--- config.mk ---
export PLATFORM = sky130hd
export DESIGN_NAME = uart_baud_format
export DESIGN_NICKNAME = d
export VERILOG_FILES = /design/src/design/uart_baud_pkg.sv /design/src/design/baud_if.sv /design/src/design/baud_gen.sv /design/src/design/uart_baud_format.sv
export SDC_FILE = /design/constraint.sdc
export NUM_CORES = 1
export LEC_CHECK = 0
export ABC_CLOCK_PERIOD_IN_PS = 4400
export BUFFER_PORTS_ARGS = -buffer_cell sky130_fd_sc_hd__buf_4
export CAP_MARGIN = 0
export CORE_MARGIN = 2
export CORE_UTILIZATION = 40
export DETAILED_ROUTE_END_ITERATION = 6
export HOLD_SLACK_MARGIN = 0.02
export SYNTH_ARGS = -nofsm -noshare
export SYNTH_HDL_FRONTEND = slang
export SYNTH_SLANG_ARGS = --single-unit
--- constraint.sdc ---
create_clock -name clk -period 4.4 [get_ports clk]
set_clock_uncertainty 0.2 [all_clocks]
set_input_delay 0.88 -clock clk [delete_from_list [all_inputs] [get_ports clk]]
set_output_delay 0.88 -clock clk [all_outputs]
set_load 0.01 [all_outputs]
--- src/design/uart_baud_pkg.sv ---
// uart_baud_pkg: register map, field positions, reset values and timing constants
// of the baud generator and line-format block.
// assumes: an APB slave with 32-bit data, one register per aligned word.
package uart_baud_pkg;

  // register indexes; byte address is four times the index
  localparam logic [2:0] IDX_DIV_HIGH = 3'h0;
  localparam logic [2:0] IDX_DIV_LOW = 3'h1;
  localparam logic [2:0] IDX_LINE_FMT = 3'h2;
  localparam logic [2:0] IDX_CTRL_TWO = 3'h3;
  localparam logic [2:0] IDX_STAT_TWO = 3'h5;
  localparam int ADDR_LSB = 2;

  // baud_divisor_high fields
  localparam int BDH_IR_EN = 7;
  localparam int BDH_PW_HI = 6;
  localparam int BDH_PW_LO = 5;
  // line_format_control fields
  localparam int LF_LOOP = 7;
  localparam int LF_STOP_WAIT = 6;
  localparam int LF_RX_SRC = 5;
  localparam int LF_NINE = 4;
  localparam int LF_WAKE = 3;
  localparam int LF_IDLE_START = 2;
  localparam int LF_PAR_EN = 1;
  localparam int LF_PAR_TYPE = 0;
  // control register two fields
  localparam int C2_TX_EN = 3;
  localparam int C2_RX_EN = 2;
  // status register two fields
  localparam int S2_ALT_MAP = 7;
  localparam int S2_TX_POL = 4;
  localparam int S2_RX_POL = 3;

  // writable masks
  localparam logic [7:0] S2_WMASK = 8'h9E;
  localparam logic [7:0] ALT_CTL1_MASK = 8'h83;
  localparam logic [7:0] ALT_CTL2_MASK = 8'h07;

  // reset values
  localparam logic [7:0] RST_DIV_HIGH = 8'h00;
  localparam logic [7:0] RST_DIV_LOW = 8'h04;
  localparam logic [7:0] RST_LINE_FMT = 8'h00;
  localparam logic [7:0] RST_CTRL_TWO = 8'h00;
  localparam logic [7:0] RST_STAT_TWO = 8'h00;

  // timing: sample ticks per bit, infrared sub-ticks per bit
  localparam int OVERSAMPLE = 16;
  localparam int DIV_W = 13;
  localparam int PHASE_W = 5;

  // narrow pulse widths in 1/32 of a bit, by pulse-width code
  localparam logic [PHASE_W-1:0] PW_QUARTER = 5'h08;
  localparam logic [PHASE_W-1:0] PW_1_32 = 5'h01;
  localparam logic [PHASE_W-1:0] PW_1_16 = 5'h02;
  localparam logic [PHASE_W-1:0] PW_3_16 = 5'h06;

endpackage

--- src/design/baud_if.sv ---
// baud_if: carries divisor settings to the baud generator and its ticks back.
// assumes: one clock domain shared by both ends.
`timescale 1ns/1ps
interface baud_if import uart_baud_pkg::*; ();
  logic [DIV_W-1:0] divisor;
  logic irEnable;
  logic startReq;
  logic active;
  logic running;
  logic tick16;
  logic tick32;
  logic bitTick;
  logic [PHASE_W-1:0] phase;

  modport gen (input divisor, irEnable, startReq, active,
               output running, tick16, tick32, bitTick, phase);
  modport user (output divisor, irEnable, startReq, active,
                input running, tick16, tick32, bitTick, phase);
endinterface

--- src/design/baud_gen.sv ---
// baud_gen: divides the bus clock into sample ticks, infrared sub-ticks and bit ticks.
// assumes: divisor and mode come from the register file over baud_if.
`timescale 1ns/1ps
module baud_gen
  import uart_baud_pkg::*;
(
  input wire logic clk,
  input wire logic rst_n,
  baud_if.gen bif
);

  logic started_ff;
  logic [DIV_W-1:0] cnt_ff;
  logic half_ff;
  logic [3:0] ph16_ff;
  logic tick16_ff;
  logic tick32_ff;
  logic bitTick_ff;
  logic [DIV_W-1:0] effDiv;
  logic stopped;
  logic run;
  logic unitWrap;
  logic [DIV_W-1:0] nxt_cnt;

  //////////////////////////////////////////////////////////////////////////////
  // in infrared the unit is a 1/32 bit, so bit 0 of the divisor is dropped
  assign effDiv = bif.irEnable ? {1'b0, bif.divisor[DIV_W-1:1]} : bif.divisor;
  assign stopped = (effDiv == '0);
  assign run = started_ff && !stopped && bif.active;
  assign nxt_cnt = cnt_ff + 13'h0001;
  assign unitWrap = run && (nxt_cnt >= effDiv);

  always_ff @(posedge clk or negedge rst_n) begin
    if (!rst_n) begin
      started_ff <= 1'b0;
    end else if (bif.startReq) begin
      started_ff <= 1'b1;
    end
  end

  always_ff @(posedge clk or negedge rst_n) begin
    if (!rst_n) begin
      cnt_ff <= '0;
    end else if (!run || unitWrap) begin
      cnt_ff <= '0;
    end else begin
      cnt_ff <= nxt_cnt;
    end
  end

  //////////////////////////////////////////////////////////////////////////////
  // sample tick at sixteen times the bit rate; two units per tick in infrared
  always_ff @(posedge clk or negedge rst_n) begin
    if (!rst_n) begin
      half_ff <= 1'b0;
      ph16_ff <= 4'h0;
    end else if (!run) begin
      half_ff <= 1'b0;
      ph16_ff <= 4'h0;
    end else if (unitWrap) begin
      half_ff <= bif.irEnable ? !half_ff : 1'b0;
      if (!bif.irEnable || half_ff) begin
        ph16_ff <= ph16_ff + 4'h1;
      end
    end
  end

  always_ff @(posedge clk or negedge rst_n) begin
    if (!rst_n) begin
      tick16_ff <= 1'b0;
      tick32_ff <= 1'b0;
      bitTick_ff <= 1'b0;
    end else begin
      tick32_ff <= unitWrap;
      tick16_ff <= unitWrap && (!bif.irEnable || half_ff);
      bitTick_ff <= unitWrap && (!bif.irEnable || half_ff) && (ph16_ff == 4'(OVERSAMPLE - 1));
    end
  end

  assign bif.running = run;
  assign bif.tick16 = tick16_ff;
  assign bif.tick32 = tick32_ff;
  assign bif.bitTick = bitTick_ff;
  assign bif.phase = {ph16_ff, half_ff};

endmodule

--- src/design/uart_baud_format.sv ---
// uart_baud_format: APB register file, baud generator and line routing of the serial port.
// assumes: the character shifters sit outside and use the ticks and format outputs;
// the txd pin is resolved from txdOut/txdOe by the surroundings.
//
// The APB register port was chosen for this implementation.
`timescale 1ns/1ps

module uart_baud_format
  import uart_baud_pkg::*;
#(
  parameter int ADDR_W = 8
) (
  input wire logic clk,
  input wire logic rst_n,
  input wire logic psel,
  input wire logic penable,
  input wire logic pwrite,
  input wire logic [ADDR_W-1:0] paddr,
  input wire logic [31:0] pwdata,
  output logic [31:0] prdata,
  output logic pready,
  output logic pslverr,
  input wire logic waitMode,
  input wire logic txSerial,
  output logic rxSerial,
  input wire logic txdIn,
  output logic txdOut,
  output logic txdOe,
  input wire logic rxdIn,
  output logic sampleTick,
  output logic bitTick,
  output logic baudRunning,
  output logic txEnable,
  output logic rxEnable,
  output logic sciActive,
  output logic nineBitChar,
  output logic wakeAddrMark,
  output logic idleAfterStop,
  output logic parityEnable,
  output logic parityOdd,
  input wire logic [8:0] txChar,
  output logic txParityBit,
  input wire logic [8:0] rxChar,
  input wire logic rxCharValid,
  output logic rxParityError,
  output logic rxAddrMark
);

  logic [7:0] divHigh_ff;
  logic [7:0] divHighHold_ff;
  logic [7:0] divLow_ff;
  logic [7:0] lineFmt_ff;
  logic [7:0] ctrlTwo_ff;
  logic [7:0] statTwo_ff;
  logic [7:0] altCtl1_ff;
  logic [7:0] altCtl2_ff;
  logic [31:0] prdata_ff;
  logic slvErr_ff;
  logic [2:0] regIdx;
  logic addrOk;
  logic altMap;
  logic wrEn;
  logic [7:0] wByte;
  logic [7:0] nxt_rdByte;
  logic nxt_known;
  logic irOn;
  logic [PHASE_W-1:0] pulseWidth;
  logic txMod;
  logic txPin;
  logic rxSrc;
  logic rxDemod;
  logic irLowSeen_ff;
  logic txParityBit_ff;
  logic rxParityError_ff;
  logic rxAddrMark_ff;

  baud_if bif ();

  baud_gen u_baud_gen (
    .clk(clk),
    .rst_n(rst_n),
    .bif(bif)
  );

  //////////////////////////////////////////////////////////////////////////////
  // apb decode; read data is captured in the setup cycle, answer in first access cycle
  assign regIdx = paddr[ADDR_LSB+2:ADDR_LSB];
  assign addrOk = (paddr[ADDR_LSB-1:0] == '0) && (paddr[ADDR_W-1:ADDR_LSB+3] == '0);
  assign altMap = statTwo_ff[S2_ALT_MAP];
  assign wByte = pwdata[7:0];
  assign wrEn = psel && penable && pwrite && !slvErr_ff;
  assign pready = 1'b1;
  assign prdata = prdata_ff;
  assign pslverr = psel && penable && slvErr_ff;

  always_comb begin
    nxt_rdByte = 8'h00;
    nxt_known = addrOk;
    unique case (regIdx)
      IDX_DIV_HIGH: nxt_rdByte = altMap ? 8'h00 : divHigh_ff;
      IDX_DIV_LOW: nxt_rdByte = altMap ? altCtl1_ff : divLow_ff;
      IDX_LINE_FMT: nxt_rdByte = altMap ? altCtl2_ff : lineFmt_ff;
      IDX_CTRL_TWO: nxt_rdByte = ctrlTwo_ff;
      IDX_STAT_TWO: nxt_rdByte = statTwo_ff;
      default: nxt_known = 1'b0;
    endcase
  end

  always_ff @(posedge clk or negedge rst_n) begin
    if (!rst_n) begin
      prdata_ff <= 32'h0000_0000;
      slvErr_ff <= 1'b0;
    end else if (psel && !penable) begin
      prdata_ff <= {24'h00_0000, nxt_known ? nxt_rdByte : 8'h00};
      slvErr_ff <= !nxt_known;
    end
  end

  //////////////////////////////////////////////////////////////////////////////
  // divisor registers: the high byte waits in a holding latch
  always_ff @(posedge clk or negedge rst_n) begin
    if (!rst_n) begin
      divHighHold_ff <= RST_DIV_HIGH;
      divHigh_ff <= RST_DIV_HIGH;
      divLow_ff <= RST_DIV_LOW;
    end else if (wrEn && !altMap) begin
      if (regIdx == IDX_DIV_HIGH) begin
        divHighHold_ff <= wByte;
      end
      if (regIdx == IDX_DIV_LOW) begin
        divLow_ff <= wByte;
        divHigh_ff <= divHighHold_ff;
      end
    end
  end

  always_ff @(posedge clk or negedge rst_n) begin
    if (!rst_n) begin
      lineFmt_ff <= RST_LINE_FMT;
    end else if (wrEn && !altMap && regIdx == IDX_LINE_FMT) begin
      lineFmt_ff <= wByte;
    end
  end

  always_ff @(posedge clk or negedge rst_n) begin
    if (!rst_n) begin
      altCtl1_ff <= 8'h00;
      altCtl2_ff <= 8'h00;
    end else if (wrEn && altMap) begin
      if (regIdx == IDX_DIV_LOW) begin
        altCtl1_ff <= wByte & ALT_CTL1_MASK;
      end
      if (regIdx == IDX_LINE_FMT) begin
        altCtl2_ff <= wByte & ALT_CTL2_MASK;
      end
    end
  end

  always_ff @(posedge clk or negedge rst_n) begin
    if (!rst_n) begin
      ctrlTwo_ff <= RST_CTRL_TWO;
    end else if (wrEn && regIdx == IDX_CTRL_TWO) begin
      ctrlTwo_ff <= wByte;
    end
  end

  always_ff @(posedge clk or negedge rst_n) begin
    if (!rst_n) begin
      statTwo_ff <= RST_STAT_TWO;
    end else if (wrEn && regIdx == IDX_STAT_TWO) begin
      statTwo_ff <= wByte & S2_WMASK;
    end
  end

  //////////////////////////////////////////////////////////////////////////////
  // baud generator hookup
  assign txEnable = ctrlTwo_ff[C2_TX_EN];
  assign rxEnable = ctrlTwo_ff[C2_RX_EN];
  assign sciActive = !(waitMode && lineFmt_ff[LF_STOP_WAIT]);
  assign irOn = divHigh_ff[BDH_IR_EN];

  assign bif.divisor = {divHigh_ff[4:0], divLow_ff};
  assign bif.irEnable = irOn;
  assign bif.startReq = txEnable || rxEnable;
  assign bif.active = sciActive;

  assign sampleTick = bif.tick16;
  assign bitTick = bif.bitTick;
  assign baudRunning = bif.running;

  //////////////////////////////////////////////////////////////////////////////
  // transmit path: a zero bit becomes a narrow low pulse at the bit start in infrared
  always_comb begin
    unique case (divHigh_ff[BDH_PW_HI:BDH_PW_LO])
      2'b11: pulseWidth = PW_QUARTER;
      2'b10: pulseWidth = PW_1_32;
      2'b01: pulseWidth = PW_1_16;
      2'b00: pulseWidth = PW_3_16;
    endcase
  end

  assign txMod = irOn ? !(!txSerial && bif.running && (bif.phase < pulseWidth)) : txSerial;
  assign txPin = txMod ^ statTwo_ff[S2_TX_POL];
  assign txdOut = txEnable ? txPin : 1'b1;
  assign txdOe = txEnable && sciActive;

  //////////////////////////////////////////////////////////////////////////////
  // receive path: loop and single-wire routing, then infrared stretch
  always_comb begin
    if (lineFmt_ff[LF_LOOP]) begin
      rxSrc = lineFmt_ff[LF_RX_SRC] ? txdIn : txPin;
    end else begin
      rxSrc = rxdIn;
    end
  end

  // a low pulse seen in a bit holds the line low until the next bit boundary
  always_ff @(posedge clk or negedge rst_n) begin
    if (!rst_n) begin
      irLowSeen_ff <= 1'b0;
    end else if (!irOn) begin
      irLowSeen_ff <= 1'b0;
    end else if (!(rxSrc ^ statTwo_ff[S2_RX_POL])) begin
      irLowSeen_ff <= 1'b1;
    end else if (bif.bitTick) begin
      irLowSeen_ff <= 1'b0;
    end
  end

  assign rxDemod = irOn ? !(irLowSeen_ff || !(rxSrc ^ statTwo_ff[S2_RX_POL]))
                        : (rxSrc ^ statTwo_ff[S2_RX_POL]);
  assign rxSerial = (rxEnable && sciActive) ? rxDemod : 1'b1;

  //////////////////////////////////////////////////////////////////////////////
  // line format for the shifters
  assign nineBitChar = lineFmt_ff[LF_NINE];
  assign wakeAddrMark = lineFmt_ff[LF_WAKE];
  assign idleAfterStop = lineFmt_ff[LF_IDLE_START];
  assign parityEnable = lineFmt_ff[LF_PAR_EN];
  assign parityOdd = lineFmt_ff[LF_PAR_TYPE];

  function automatic logic calc_parity(input logic [8:0] ch, input logic nine, input logic odd);
    logic ones;
    ones = nine ? ^ch[7:0] : ^ch[6:0];
    calc_parity = ones ^ odd;
  endfunction

  always_ff @(posedge clk or negedge rst_n) begin
    if (!rst_n) begin
      txParityBit_ff <= 1'b0;
    end else begin
      txParityBit_ff <= calc_parity(txChar, nineBitChar, parityOdd);
    end
  end

  always_ff @(posedge clk or negedge rst_n) begin
    if (!rst_n) begin
      rxParityError_ff <= 1'b0;
      rxAddrMark_ff <= 1'b0;
    end else if (rxCharValid) begin
      rxParityError_ff <= parityEnable &&
        (calc_parity(rxChar, nineBitChar, parityOdd) != (nineBitChar ? rxChar[8] : rxChar[7]));
      rxAddrMark_ff <= wakeAddrMark && (nineBitChar ? rxChar[8] : rxChar[7]);
    end
  end

  assign txParityBit = txParityBit_ff;
  assign rxParityError = rxParityError_ff;
  assign rxAddrMark = rxAddrMark_ff;

endmodule

==> After elaboration in Yosys (flattened, before gate mapping) <==
Index checks and enable logic that the tools add are counted.
{ "totals": {"regBits": 85, "in_bits": 68, "output_inout_bits": 51, "wordCells": 122} }
{ "op_classes": {"reduce_logical": 55, "n_eq_ne": 12, "n_mux": 27, "n_bitwise": 4, "magnitude_cmp": 2, "add_sub_neg": 2} }
{ "ops": {"columns": ["cell", "n"], "rows": [
  ["$pmux 8 s5", 1],
  ["$mux 8", 4],
  ["$mux 13", 2],
  ["$logic_and 1x1->1", 23],
  ["$pmux 5 s4", 1],
  ["$mux 1", 16],
  ["$reduce_xor 8->1", 2],
  ["$reduce_xor 7->1", 2],
  ["$add 13x1->13 const B", 1],
  ["$ge 13x13->1", 1],
  ["$logic_not 1->1", 13],
  ["$logic_not 13->1", 1],
  ["$mux 4", 3],
  ["$reduce_and 2->1", 5],
  ["$eq 3x2->1 const B", 2],
  ["$logic_not 3->1", 2],
  ["$lt 5x5->1", 1],
  ["$reduce_or 5->1", 1],
  ["$add 4x1->4 const B", 1],
  ["$eq 2x2->1 const B", 2],
  ["$eq 4x4->1 const B", 1],
  ["$logic_not 2->1", 2],
  ["$logic_or 1x1->1", 4],
  ["$ne 2x1->1 const B", 2],
  ["6 further kinds", 9]
]} }

==> Depth between registers and ports, before layout <==
{ "depth": {"ltp_word": 18, "depth_mapped": 13, "ltp_nobuf": 12} }

==> By module <==
Synthesis repeated with hierarchy kept, for this count alone.
{ "hier_totals": {"cells_unflattened": 470, "hier_area_um2": 4992.3} }
{ "by_module_without_submodules": {"columns": ["module", "cells_each", "area_per_inst_um2", "seq_area_each_um2", "instances"], "rows": [
  ["uart_baud_format", 322, 3548.4, 1602.8, 1],
  ["baud_gen", 148, 1443.9, 550.5, 1]
]} }

==> Worst setup path after synthesis <==
Ideal clock, no wire load.
{ "synth_path": {"path_type": "register to register", "start": "reg divHigh_ff[7]", "end": "reg u_baud_gen.ph16_ff[2]", "path_stages_with_launch": 12, "setup_slack_ns": 1.046, "arrival_ns": 3.076, "period_less_slack_ns": 3.354, "t_required_ns": 4.122, "cell_sequence": "dfrtp_1 -> buf_6 -> clkbuf_1 -> clkbuf_1 -> mux2i_1 -> ha_1 -> nand4_1 -> or4_1 -> o211a_1 -> o31a_4 -> or4_1 -> a21oi_1"} }
{ "synth_via": {"elab_chain_len": 8, "elab_cells_between_ends": 13, "cone_classes": "order compare (1); eq/ne (2); mux (2); reduce/logical (8)"} }
{ "synth_rtl": {"columns": ["element", "line_no", "rtl"], "rows": [
  ["start, declared", "uart_baud_format.sv:49", "logic [7:0] divHigh_ff;"],
  ["start signal, assigned", "uart_baud_format.sv:132", "divHigh_ff <= divHighHold_ff;"],
  ["parallel branches: the longest is 8 deep, another holds $ge 13x13->1", null, null],
  ["end signal, assigned", "baud_gen.sv:63", "ph16_ff <= ph16_ff + 4'h1;"],
  ["end, declared", "baud_gen.sv:15", "logic [3:0] ph16_ff;"]
]} }
Several ways; the timed one is not identified.
A chain may end at the register's enable or synchronous reset.

==> Final worst setup path <==
{ "layout_path": {"start": "reg divHigh_ff[7]", "end": "out rxSerial"} }
{ "layout_via": {"elab_chain_len": 18} }
{ "layout_rtl": {"columns": ["element", "line_no", "rtl"], "rows": [
  ["$mux 13", "baud_gen.sv:27", "assign effDiv = bif.irEnable ? {1'b0, bif.divisor[DIV_W-1:1]} : bif.divisor;"],
  ["$logic_not 13->1", "baud_gen.sv:28", "assign stopped = (effDiv == '0);"],
  ["$logic_not 1->1", "baud_gen.sv:29", "assign run = started_ff && !stopped && bif.active;"],
  ["$logic_and 1x1->1 (2 in a row)", "baud_gen.sv:29", null],
  ["$logic_and 1x1->1 (2 in a row)", "uart_baud_format.sv:202", "assign txMod = irOn ? !(!txSerial && bif.running && (bif.phase < pulseWidth)) : txSerial;"],
  ["$logic_not 1->1", "uart_baud_format.sv:202", null],
  ["$mux 1", "uart_baud_format.sv:202", null],
  ["$xor 1x1->1", "uart_baud_format.sv:203", "assign txPin = txMod ^ statTwo_ff[S2_TX_POL];"],
  ["$mux 1", "uart_baud_format.sv:211", "rxSrc = lineFmt_ff[LF_RX_SRC] ? txdIn : txPin;"],
  ["$mux 1", "uart_baud_format.sv:210", "if (lineFmt_ff[LF_LOOP]) begin"],
  ["$xor 1x1->1", "uart_baud_format.sv:230, uart_baud_format.sv:231", null],
  ["$logic_not 1->1", "uart_baud_format.sv:230", "assign rxDemod = irOn ? !(irLowSeen_ff || !(rxSrc ^ statTwo_ff[S2_RX_POL]))"],
  ["$logic_or 1x1->1", "uart_baud_format.sv:230", null],
  ["$logic_not 1->1", "uart_baud_format.sv:230", null],
  ["$mux 1 (*)", "uart_baud_format.sv:230", null],
  ["$mux 1 (*)", "uart_baud_format.sv:232", "assign rxSerial = (rxEnable && sciActive) ? rxDemod : 1'b1;"],
  ["end, declared", "uart_baud_format.sv:25", "output logic rxSerial,"]
]} }
Every way passes the cells marked *; elsewhere a longest branch is shown, timed or not.

==> results by group <==
Status
  – Outcome: finished clean

Synthesis
  – EDFF count, synth: 0
  – Total of warnings raised by yosys: 0
  – Synth Area in Adders: 4.63%
  – Mux contribution to synthesized area: 16.8%
  – Largest family of logic cells by synthesized area: multiplexers
  – Dominant cell type by area after synthesis: dfrtp_1
  – Register area share after synthesis: about 44%
  – Ys flop type: dfrtp_1
  – Cells after Synth: 455
  – Area contributors post-synth: dfrtp_1 (43%), mux2_2 (12%), ha_1 (4.6%)
  – Simple-gate share of the synthesized area: 13.7%
  – Post-synth top cells: dfrtp_1 (84), mux2_2 (53), nand2_1 (26)
  – #FFs+latches synth: 85
  – Synth async-reset ratio: 100%
  – Xor and xnor area share after synthesis: about 5.2%
  – Count of cell types in the netlist: 53
  – Mean Syn Cell Area: 10.7 um2
  – Top cell type's share of synthesized area: 43.2%
  – Top-count cell post-synth: dfrtp_1
  – Area of the mapped netlist: 4870 um2
  – Post-synthesis compound-gate area fraction: 9.64%

Critical path
  – Worst path most repeated cell: buf_4
  – Worst EP required: about 3.3 ns
  – Worst path depth: 10
  – R2r setup slk: between 0.7 and 0.8 ns
  – Slowest cell on crit path: dfrtp_1
  – Slowest stage delay, CP: 0.61 ns
  – CP endpoint: rxSerial
  – CP Launch Point: divHigh_ff[7]
  – Critical path class: reg2out
  – Cell family with most CP delay: buffers and inverters
  – Worst-path fanout max: 14
  – FF-to-FF path depth: 12
  – CP bufs+invs: 4
  – Reg-to-Reg Start: u_baud_gen.cnt_ff[2]
  – Critical R2R Capture: u_baud_gen.ph16_ff[2]
  – Endpoint type of the worst setup path: output pin
  – Crit path DAT: about 2.8 ns
  – Startpoint Class: flop
  – CP Cell Sequence: buf_4 -> a21oi_1 -> nor3_1 -> nand3b_2 -> inv_1 -> buf_4 -> a211oi_2 -> nor4_1 -> o311ai_1 -> buf_4

CTS
  – Num CTS Buffers: 9
  – Worst-skew pair later-pin latency: roughly 0.34 ns
  – Clock tree buffer depth: 2
  – # clock sinks: 85
  – H-Tree Level Count: 3
  – Hold-fix buffers, CTS: 0
  – Clock slew at reported path FFs: 0.06 ns
  – CTS resizes: 0
  – Post-CTS setup buffers: 0
  – CTS tree: yes
  – Clock Root Buffer: clkbuf_16

Route
  – Routed wire length: 11.3 mm
  – Iteration-0 DRC Markers: around 160
  – Post-DRT Antenna Nets: 0
  – DRT Pass-1 Iters: 4
  – DR vias/cell: 5.36
  – WL/cell: 16.9 um
  – # DRC: 0
  – Via Count: 3578

Place
  – Hpwl dp: 8.36 mm
  – Port buffer count: 68
  – GPL Wtd Cong: a little under 0.9

Hold path
  – Hold WC Path Type: reg2reg
  – Hold path cells: 2

Pwr
  – Sw Share: 24.7%
  – Switching pwr: slightly above 0.4 mW
  – VDD IR max: 0.158 mV
  – Pint: 1.26 mW
  – Pwr per Cell Area: 294 nW/um2
  – Sequential Power Share: 48.0%
  – Clock power share: 43.1%
  – Comb pwr share: 8.9%
  – Leakage: 2.76 nW
  – Total power: 1.67 mW

Global route
  – Grt ovf: 0
  – Vias in the first global route: 3541
  – Largest net degree at the start of global routing: 86
  – Antenna violations before repair: 0
  – Gr usage total: between 10% and 20%
  – First-pass GRT wire length: 18.7 mm

Finish
  – Area grow syn2layout: 16.9%
  – Finished Core Util: 47.6%
  – Layout cell share with drive strength beyond 1: between 20% and 30%
  – Layout Nets: 602
  – N_diodes: 0

Die
  – Core ar.: 12000 um2
  – Die Wd: approximately 110 um
  – # rows: 40
  – IO Pins: 119
  – DIE HEIGHT: 114 um
  – Die area: 13100 um2
  – Starting Density: 40.7%

STA
  – Post-route setup TNS: 0 ns
  – Final Max Tran Viols: 0
  – Fin Hold WS: 0.288 ns
  – Final worst path period share: 89.0%
  – Final setup vio count: 0
  – Slew headroom: 27.6%
  – RSZ-0062 raised after global routing: false
  – Final hold violations: 0
  – Min Tclk post-route: 3.91 ns
  – Maximum clock rate: 255 MHz
  – Worst-Margin Slew: 1.09 ns

Run
  – Max-Cap Viols: 0
## placed cells by master, fill, tap and decap left out, types with 12 or more instances in the layout
master and n:
conb_1 25, nor2b_1 12, mux2_2 53, o21ai_0 21
and3_1 20, buf_4 72, nand2_1 26, a21oi_1 13
nor2_1 13, xnor2_1 24, dfrtp_1 84, nand3_1 18
ha_1 18, mux2i_1 22
## power by group through the flow
stage / registers [mW] / logic (mW) / clock network (mW)
floorplan: 0.817 / 0.0911 / 0
global placement: 0.817 / 0.149 / 0
detailed placement: 0.817 / 0.151 / 0
CTS: 0.803 / 0.152 / 0.735
global route: 0.804 / 0.166 / 0.775
finish: 0.803 / 0.149 / 0.720
## state kept, by name (all words and copies together) (netlist names), 3 cells and up
register            count
u_baud_gen.ph16_ff      4
altCtl2_ff              3
u_baud_gen.cnt_ff      13
prdata                  8
lineFmt_ff              8
divHighHold_ff          8
divHigh_ff              8
divLow_ff               8
ctrlTwo_ff              8
statTwo_ff              5
altCtl1_ff              3
## tightest hold or removal path, cell delays in order (launching register included)
cell	delay (ns)
dfrtp_1	0.35
nand2_1	0.05
o21ai_0	0.06
## stage by stage
stage | instances | cell area, um2 | worst slack [ns]
floorplan | 478 | 4950 | 1.05
global placement | 652 | 5410 | 0.817
detailed placement | 652 | 5410 | 0.806
CTS | 668 | 5690 | 0.436
global route | 668 | 5690 | 0.175
finish | 668 | 5690 | 0.485
## cell families after synthesis
group | count (synthesis)
XOR/XNOR | 29
AND/OR/NAND/NOR | 125
buffers and inverters | 52
adder cells (fa/ha/maj) | 18
flip-flops | 85
AO/OA/AOI/OAI | 69
other | 2
multiplexers | 75
## metal layers
layer	vias to the layer above	global-route usage, %	share of wire [%]
met5	-	0	0
met1	1780	24.4	46
met4	0	7.56	2.0
met2	78	30.1	49
met3	13	3.34	3.3
li1	1707	-	-
## how the worst min path moves through the flow
stage | startpoint | end | slack, ns
2_1_floorplan | altCtl2_ff[2] | altCtl2_ff[2] | 0.27
5_1_grt | divHighHold_ff[5] | divHigh_ff[5] | 0.32
3_3_place_gp | prdata[0] | prdata[0] | 0.27
3_5_place_dp | prdata[2] | prdata[2] | 0.27
4_1_cts | prdata[2] | prdata[2] | 0.29
6_report | prdata[2] | prdata[2] | 0.29
## final cells by class
class	count	area (um2)
fillers	1131	6270
flip-flops and latches	85	2130
clock buffers	10	239
inverters	7	26.3
well taps	147	184
repair buffers	72	541
multi-input cells	341	2530
clock inverters	6	45.0
Note: power is estimated with default switching activity, not from simulation.
